`src/lasr_pkg.sv`:
```
package lasr_pkg;

  // four-bit indication codes sent toward the line card
  localparam logic [3:0] IND_WAKEUP_IN_PROGRESS = 4'h8;
  localparam logic [3:0] IND_DIGITAL_SUM_REACHED = 4'h7;
  localparam logic [3:0] IND_THROUGH_CONNECTED = 4'hc;
  localparam logic [3:0] IND_TEARDOWN_RUNNING = 4'h1;
  localparam logic [3:0] IND_TEARDOWN_DONE = 4'hf;
  localparam logic [3:0] IND_FRAME_REGAIN = 4'h4;
  localparam logic [3:0] IND_FEED_REMOVED = 4'h3;

  // four-bit command codes taken from the line card
  localparam logic [3:0] CMD_ACTIVATE = 4'h8;
  localparam logic [3:0] CMD_DEACTIVATE = 4'h0;
  localparam logic [3:0] CMD_LINE_TX_DISABLE = 4'h3;
  localparam logic [3:0] CMD_REINIT = 4'hd;

  // timing
  localparam int CLK_PERIOD_NS = 100;
  localparam int COLD_START_MS = 1000;
  localparam int WARM_START_MS = 170;
  localparam int TEARDOWN_MS = 4;
  // longest times round down, least times round up
  localparam int COLD_START_CYC = COLD_START_MS * (1000000 / CLK_PERIOD_NS);
  localparam int WARM_START_CYC = WARM_START_MS * (1000000 / CLK_PERIOD_NS);
  localparam int TEARDOWN_CYC =
    (TEARDOWN_MS * 1000000 + CLK_PERIOD_NS - 1) / CLK_PERIOD_NS;
  localparam int TIMER_W = 24;

  // reset values
  localparam logic [3:0] STATUS_RST = 4'h0;

  typedef enum logic [6:0] {
    LASR_PDOWN = 7'h01,
    LASR_AWAKE = 7'h02,
    LASR_SYNC = 7'h04,
    LASR_THROUGH = 7'h08,
    LASR_REGAIN = 7'h10,
    LASR_TEARDOWN = 7'h20,
    LASR_TDONE = 7'h40
  } lasr_state_e;

endpackage

```
`src/lasr_frame_reporter.sv`:
```
`timescale 1ns/1ps
// holds one indication code per interface frame
module lasr_frame_reporter (
  input wire logic clk,
  input wire logic rst,
  input wire logic frame_start,
  input wire logic report_en,
  input wire logic [3:0] code_in,
  output logic [3:0] status_code_q,
  output logic status_valid_q
);
  import lasr_pkg::*;

  logic [3:0] status_code_d;
  logic status_valid_d;

  always_comb begin
    status_code_d = status_code_q;
    status_valid_d = status_valid_q;
    // codes only change on a frame boundary, repeated otherwise
    if (frame_start) begin // RULE15
      status_valid_d = report_en; // RULE8
      status_code_d = report_en ? code_in : STATUS_RST;
    end
  end

  always_ff @(posedge clk or posedge rst) begin
    if (rst) begin
      status_code_q <= STATUS_RST;
      status_valid_q <= 1'b0;
    end else begin
      status_code_q <= status_code_d;
      status_valid_q <= status_valid_d;
    end
  end

endmodule

```
`src/lasr_top.sv`:
```
`timescale 1ns/1ps
////////////////////////////////////////////////////////////////////////////////
// Behaviour
// RULE1: exchange side, powered and activating: indicate 1000.
// RULE2: receiver synchronized during activation: indicate 0111.
// RULE3: activation finished, channels transparent: indicate 1100.
// RULE4: deactivating after deactivate, reinit or line-disable: indicate 0001.
// RULE5: deactivation complete: indicate 1111.
// RULE6: frame alignment lost and being regained: indicate 0100.
// RULE7: power feed off high: indicate 0011 and send quiet line signal.
// RULE8: powered down: interface idle, no commands taken, no codes sent.
// RULE9: activation runs awake, then synchronize, then connect through.
// RULE10: activation within 1 s cold, 170 ms warm.
// RULE11: deactivation is line teardown then power down, about 4 ms.
// RULE12: controller sends 1000 to power up and activate.
// RULE13: controller sends 0000 to deactivate the line.
// RULE14: 0011 stops transmission and powers down; 1101 reinitialises.
// RULE15: code repeats every frame, changes only on a frame boundary.
module lasr_top #(
  parameter int COLD_CYC = lasr_pkg::COLD_START_CYC,
  parameter int WARM_CYC = lasr_pkg::WARM_START_CYC,
  parameter int TEARDOWN_CYC_P = lasr_pkg::TEARDOWN_CYC
) (
  input wire logic clk,
  input wire logic rst,
  input wire logic exchange_side_mode,
  input wire logic frame_start,
  input wire logic cmd_valid,
  input wire logic [3:0] cmd_code,
  input wire logic power_feed_off_input,
  input wire logic rx_synced,
  input wire logic far_end_synced,
  input wire logic rx_frame_lost,
  output logic [3:0] status_code_q,
  output logic status_valid_q,
  output logic if_active_q,
  output logic line_tx_en_q,
  output logic quiet_line_signal_q,
  output logic through_connected_q,
  output logic act_timeout_q
);
  import lasr_pkg::*;

  if (COLD_CYC < 1 || WARM_CYC < 1 || TEARDOWN_CYC_P < 1 ||
      COLD_CYC >= (1 << TIMER_W) || WARM_CYC >= (1 << TIMER_W) ||
      TEARDOWN_CYC_P >= (1 << TIMER_W) || WARM_CYC > COLD_CYC) begin : g_bad_timing
    $error("lasr_top: timing parameter out of range");
  end

  localparam logic [TIMER_W-1:0] COLD_LIM = TIMER_W'(COLD_CYC);
  localparam logic [TIMER_W-1:0] WARM_LIM = TIMER_W'(WARM_CYC);
  localparam logic [TIMER_W-1:0] TD_LIM = TIMER_W'(TEARDOWN_CYC_P);

  function automatic logic is_cmd(input logic v, input logic [3:0] c,
                                  input logic [3:0] want);
    is_cmd = v && (c == want);
  endfunction

  //////////////////////////////////////////////////////////////////////////////
  lasr_state_e state_q, state_d;
  logic [TIMER_W-1:0] timer_q, timer_d;
  logic warm_q, warm_d;
  logic reinit_q, reinit_d;
  logic if_active_d, line_tx_en_d, quiet_d, through_d, timeout_d;
  logic [3:0] code_d;
  logic code_en;
  logic take_cmd, go_teardown;
  logic [TIMER_W-1:0] act_lim;

  // commands only count while the interface is up
  assign take_cmd = cmd_valid && exchange_side_mode &&
                    (state_q != LASR_PDOWN); // RULE8
  assign go_teardown = is_cmd(take_cmd, cmd_code, CMD_DEACTIVATE) || // RULE13
                       is_cmd(take_cmd, cmd_code, CMD_LINE_TX_DISABLE) ||
                       is_cmd(take_cmd, cmd_code, CMD_REINIT); // RULE14
  // coefficients survive power down, so a start after one that reached through-connection is warm unless reinit cleared them
  assign act_lim = warm_q ? WARM_LIM : COLD_LIM; // RULE10

  always_comb begin
    state_d = state_q;
    timer_d = timer_q + TIMER_W'(1);
    warm_d = warm_q;
    reinit_d = reinit_q;
    timeout_d = act_timeout_q;
    unique case (state_q)
      LASR_PDOWN: begin
        timer_d = '0;
        // the activate code is the one wake-up that power down hears
        if (cmd_valid && exchange_side_mode &&
            cmd_code == CMD_ACTIVATE) begin // RULE12
          state_d = LASR_AWAKE;
          timeout_d = 1'b0;
        end
      end
      LASR_AWAKE: begin
        if (rx_synced) begin
          state_d = LASR_SYNC; // RULE9
        end
      end
      LASR_SYNC: begin
        if (far_end_synced && rx_synced) begin
          state_d = LASR_THROUGH; // RULE9
          warm_d = 1'b1;
        end else if (!rx_synced) begin
          state_d = LASR_AWAKE;
        end
      end
      LASR_THROUGH: begin
        timer_d = '0;
        if (rx_frame_lost) begin
          state_d = LASR_REGAIN; // RULE6
        end
      end
      LASR_REGAIN: begin
        timer_d = '0;
        if (!rx_frame_lost) begin
          state_d = LASR_THROUGH;
        end
      end
      LASR_TEARDOWN: begin
        if (timer_q >= TD_LIM - TIMER_W'(1)) begin
          state_d = LASR_TDONE; // RULE11
          timer_d = '0;
        end
      end
      LASR_TDONE: begin
        timer_d = '0;
        // leave once the current report has stood a whole frame;
        // feed-off or a dropped mode must not trap us here
        if (frame_start && (!code_en ||
            (status_valid_q && status_code_q == code_d))) begin
          state_d = LASR_PDOWN; // RULE11
          if (reinit_q) begin
            warm_d = 1'b0; // RULE14
          end
          reinit_d = 1'b0;
        end
      end
    endcase
    // activation that overruns its limit is abandoned
    if ((state_q == LASR_AWAKE || state_q == LASR_SYNC) &&
        timer_q >= act_lim - TIMER_W'(1)) begin // RULE10
      state_d = LASR_TEARDOWN;
      timer_d = '0;
      timeout_d = 1'b1;
    end
    if (go_teardown && state_q != LASR_TEARDOWN &&
        state_q != LASR_TDONE) begin
      state_d = LASR_TEARDOWN; // RULE4
      timer_d = '0;
    end
    if (is_cmd(take_cmd, cmd_code, CMD_REINIT)) begin
      reinit_d = 1'b1;
    end
  end

  always_ff @(posedge clk or posedge rst) begin
    if (rst) begin
      state_q <= LASR_PDOWN;
      timer_q <= '0;
      warm_q <= 1'b0;
      reinit_q <= 1'b0;
      act_timeout_q <= 1'b0;
    end else begin
      state_q <= state_d;
      timer_q <= timer_d;
      warm_q <= warm_d;
      reinit_q <= reinit_d;
      act_timeout_q <= timeout_d;
    end
  end

  //////////////////////////////////////////////////////////////////////////////
  // indication encoder and line-side controls
  always_comb begin
    code_d = IND_TEARDOWN_DONE;
    code_en = 1'b1;
    unique case (state_q)
      LASR_PDOWN: code_en = 1'b0; // RULE8
      LASR_AWAKE: code_d = IND_WAKEUP_IN_PROGRESS; // RULE1
      LASR_SYNC: code_d = IND_DIGITAL_SUM_REACHED; // RULE2
      LASR_THROUGH: code_d = IND_THROUGH_CONNECTED; // RULE3
      LASR_REGAIN: code_d = IND_FRAME_REGAIN; // RULE6
      LASR_TEARDOWN: code_d = IND_TEARDOWN_RUNNING; // RULE4
      LASR_TDONE: code_d = IND_TEARDOWN_DONE; // RULE5
    endcase
    // feed removal outranks every other report
    if (power_feed_off_input && exchange_side_mode &&
        state_q != LASR_PDOWN) begin
      code_d = IND_FEED_REMOVED; // RULE7
    end
    if (!exchange_side_mode) begin
      code_en = 1'b0;
    end
    if_active_d = (state_q != LASR_PDOWN) && exchange_side_mode; // RULE8
    quiet_d = power_feed_off_input && exchange_side_mode; // RULE7
    line_tx_en_d = !quiet_d && exchange_side_mode &&
                   (state_q == LASR_AWAKE || state_q == LASR_SYNC ||
                    state_q == LASR_THROUGH || state_q == LASR_REGAIN);
    through_d = (state_q == LASR_THROUGH) && !quiet_d; // RULE3
  end

  always_ff @(posedge clk or posedge rst) begin
    if (rst) begin
      if_active_q <= 1'b0;
      line_tx_en_q <= 1'b0;
      quiet_line_signal_q <= 1'b0;
      through_connected_q <= 1'b0;
    end else begin
      if_active_q <= if_active_d;
      line_tx_en_q <= line_tx_en_d;
      quiet_line_signal_q <= quiet_d;
      through_connected_q <= through_d;
    end
  end

  lasr_frame_reporter u_reporter (
    .clk(clk),
    .rst(rst),
    .frame_start(frame_start),
    .report_en(code_en),
    .code_in(code_d),
    .status_code_q(status_code_q),
    .status_valid_q(status_valid_q)
  );

endmodule

```
`config.mk`:
```
export PLATFORM = sky130hd
export DESIGN_NAME = lasr_top
export DESIGN_NICKNAME = d
export VERILOG_FILES = /design/src/lasr_pkg.sv /design/src/lasr_frame_reporter.sv /design/src/lasr_top.sv
export SDC_FILE = /design/constraint.sdc
export NUM_CORES = 1
export LEC_CHECK = 0
export BUFFER_PORTS_ARGS = -buffer_cell sky130_fd_sc_hd__buf_4
export CORE_MARGIN = 2
export CORE_UTILIZATION = 60
export DETAILED_ROUTE_END_ITERATION = 8
export HOLD_SLACK_MARGIN = 0.05
export MAX_ROUTING_LAYER = met4
export PLACE_DENSITY_LB_ADDON = 0.3
export RECOVER_POWER = 25
export SYNTH_ARGS = -nofsm -noshare
export SYNTH_HDL_FRONTEND = slang
export SYNTH_SLANG_ARGS = --single-unit
```
`constraint.sdc`:
```
create_clock -name clk -period 6.4 [get_ports clk]
set_clock_uncertainty 0.15 [all_clocks]
set_input_delay 1.28 -clock clk [delete_from_list [all_inputs] [get_ports clk]]
set_output_delay 1.28 -clock clk [all_outputs]
set_load 0.005 [all_outputs]
```
==> flow_summary.toml <==
[status]
status = "finished, violations left"
violations = "capacitance limit, slew limit"

[power_and_ir_drop]
p_sw_w = 0.000347
leakagePower_nw = 1.37
peakVddDrop_mv = 0.194
p_seq_share_pct = 41.0
pwr-share-clk_pct = 20.2
cellPowerDensity_mw_per_mm2 = 312
combPwrFrac_pct = 38.9
p_int_w = 0.000577
swShare_pct = 37.6

[route]
via_per_inst = 6.13
post-route-drc-count = 0
drtAntennaViolNets = 0
wl_mm = 5.71
dr.pass1.iters = 4
routedWlPerCell_um = 15.3
vias = 2279
drtIter0Drc = 150

[timing]
final-max-slew-violation-count = 44
worstMarginPinSlew_ps = 2230
slew-limit-headroom_pct = -48.7
period_minus_slack_ps = 3230
hold_viol = 0
finalSetupViolations = 0
setup_tns_ps = 0
rsz0062_at_grt = "false"
fmax_mhz = 310
min_period_over_period_pct = 50.4

[final_layout]
final_core_util_pct = 68.5
final.fill_count = 368
diodes = 0
multi_input_area_sq_mm = 0.00151
finalNonFillerCells = 372
fin_area_sq_mm = 0.00296
reg.largest.list = "timer_q x24, state_q x7, u_reporter.status_code_q x4"
register_area_sq_mm = 0.00108
area.growth.synth_to_final_pct = 10.0
drive_gt1_share_pct = 11.9
regMostFlops = "timer_q"
largest_reg_flops = 24
nets = 342

[clocking]
cts_root_buf = "clkbuf_8"
worst_skew_pair.late_latency_ps = 290
numClockSinks = 43
postCtsHoldBufs = 0
cts_tree = "done"
cts_setup_buffers = 0
h-tree-depth = 2
clk_path_buf_depth = 2
cts_buffers = 5
cts_resized = 0
clkTransAtPathRegs_ps = 80

[floorplanning]
die_h_um = 71.0
start_util_pct = 62.2
core_area_sq_mm = 0.00432
fp.dieW_um = 71.0
std_cell_rows = 24
boundaryPins = 23
die_area_sq_mm = 0.00504

[min_path]
min-delay-start = "timer_q[0]$_DFF_PP0_"
hold_path.class = "reg -> reg"

[worst_setup_path]
path_cells = "clkbuf_4 -> clkinv_1 -> clkbuf_1"
cp-start-kind = "input port"
crit_slowest_cell = "clkbuf_1"
worstSetupEndpointType = "async pin"
crit_type = "in -> async"
crit_start = "rst"
crit_required_ps = 6200
path_max_fanout = 43
slowest_delay_ps = 1570
path_buf_inv = 3
path_delay_family = "buffers and inverters"
critPathArrivalTime_ps = 3020
r2r-start = "warm_q$_DFFE_PP0P_"

[global_route]
antenna_found_initial = 0
grt_remaining_overflow = 0
grt_pass1_vias = 2188
groute.usage.overall_pct = 25.1
met3_usage_pct = 4.42
use_met2_pct = 39.6
grt_pass1_wl_mm = 9.67
busiest_layer = "met2"
grt_start_max_net_pins = 44
grtUsageMet1_pct = 31.4

[placed_design]
gp_congestion = 0.855
port_buffers = 22
hpwl_mm = 4.13
dp.cells = 364
placed_cell_area_sq_mm = 0.00287

[run]
timing.max_cap.violations = 1

[logic_synthesis]
ys_ff_latch = 43
synth_common_cells = "nor2_1, dfrtp_1, nand2_1"
syn_area_sq_mm = 0.00269
synth_edf_count = 0
async_flop_share_pct = 100
synth_nets = 324
seq_area_frac_synth_pct = 40.0
avgSynthCellArea_sq_um = 8.94
yosysTopAreaCell = "dfrtp_1"
synthCells = 301
yosysMostFrequentCell = "nor2_1"
synth-main-ff-cell = "dfrtp_1"
synthTopCellsByArea = "dfrtp_1, nor2_1, xor2_1"
yosys_warnings = 0
ys_types = 49
synth_top_area_share_pct = 39.1
kinds of logic (layout without fill, tap and decap cells):
kind of cell             count (synthesis)  in the layout  synth area share (%)
adder cells (fa/ha/maj)                 10             10                  4.65
buffers and inverters                   23             42                  3.77
AND/OR/NAND/NOR                        144            144                  28.6
flip-flops                              43             43                  40.0
AO/OA/AOI/OAI                           53             53                  13.9
XOR/XNOR                                28             28                  9.11
layout by cell type, fill, tap and decap left out, types with 3 or more instances in the layout:
master    count
xnor2_1      10
clkbuf_1      3
buf_4        20
a21oi_1       9
o211a_1       3
nand2b_1      5
nor4_1        6
dfrtp_1      42
a22o_1        4
nand4_1      11
and3_1        4
nor2b_1       4
or4_1         4
nand2_1      23
clkbuf_8      7
inv_1        10
nor2_1       44
nor3_1        7
a211oi_1      4
xor2_1       18
nor3b_1       3
nand3_1      21
ha_1         10
o21ai_0      13
worst paths after layout:
kind | cells past startpoint | slack (ps) | to
max | 3 | 3170 | timer_q[23]$_DFF_PP0_
min | 1 | 340 | timer_q[0]$_DFF_PP0_
max reg2reg | 9 | 3190 | timer_q[14]$_DFF_PP0_
min reg2reg | 1 | 340 | timer_q[0]$_DFF_PP0_
max in group clk | 9 | 3190 | timer_q[14]$_DFF_PP0_
min in group asynchronous | 3 | 1640 | quiet_line_signal_q$_DFF_PP0_
area by class of cell:
type | instances | area share (%)
Multi-Input combinational cell | 235 | 51.1
Inverter | 11 | 1.39
Timing Repair Buffer | 23 | 5.58
Sequential cell | 43 | 36.4
Clock buffer | 8 | 3.38
Tap cell | 52 | 2.20
power groups by stage:
stage	Clock, W	Sequential (W)	Combinational (W)
4_1_cts	0.000191	0.000378	0.000362
3_3_place_gp	0	0.000380	0.000344
2_1_floorplan	0	0.000350	0.000305
3_5_place_dp	0	0.000383	0.000359
6_report	0.000186	0.000378	0.000359
5_1_grt	0.000199	0.000388	0.000403
per-stage QoR:
| stage | total power (W) | hold WS [ps] | setup slack (ps) |
|---|---|---|---|
| 6_report | 0.000924 | 341 | 3170 |
| 5_1_grt | 0.000989 | 373 | 2610 |
| 4_1_cts | 0.000931 | 352 | 3080 |
| 3_5_place_dp | 0.000743 | 341 | 3140 |
| 3_3_place_gp | 0.000725 | 322 | 3200 |
| 2_1_floorplan | 0.000655 | 305 | 3510 |
per-layer routing:
metal	wire, um	part of all wire, %
met4	180	3.2
met3	187	3.3
met1	2570	45
met5	0	0
met2	2770	49
No activity file was read; power rests on OpenSTA's default activity.
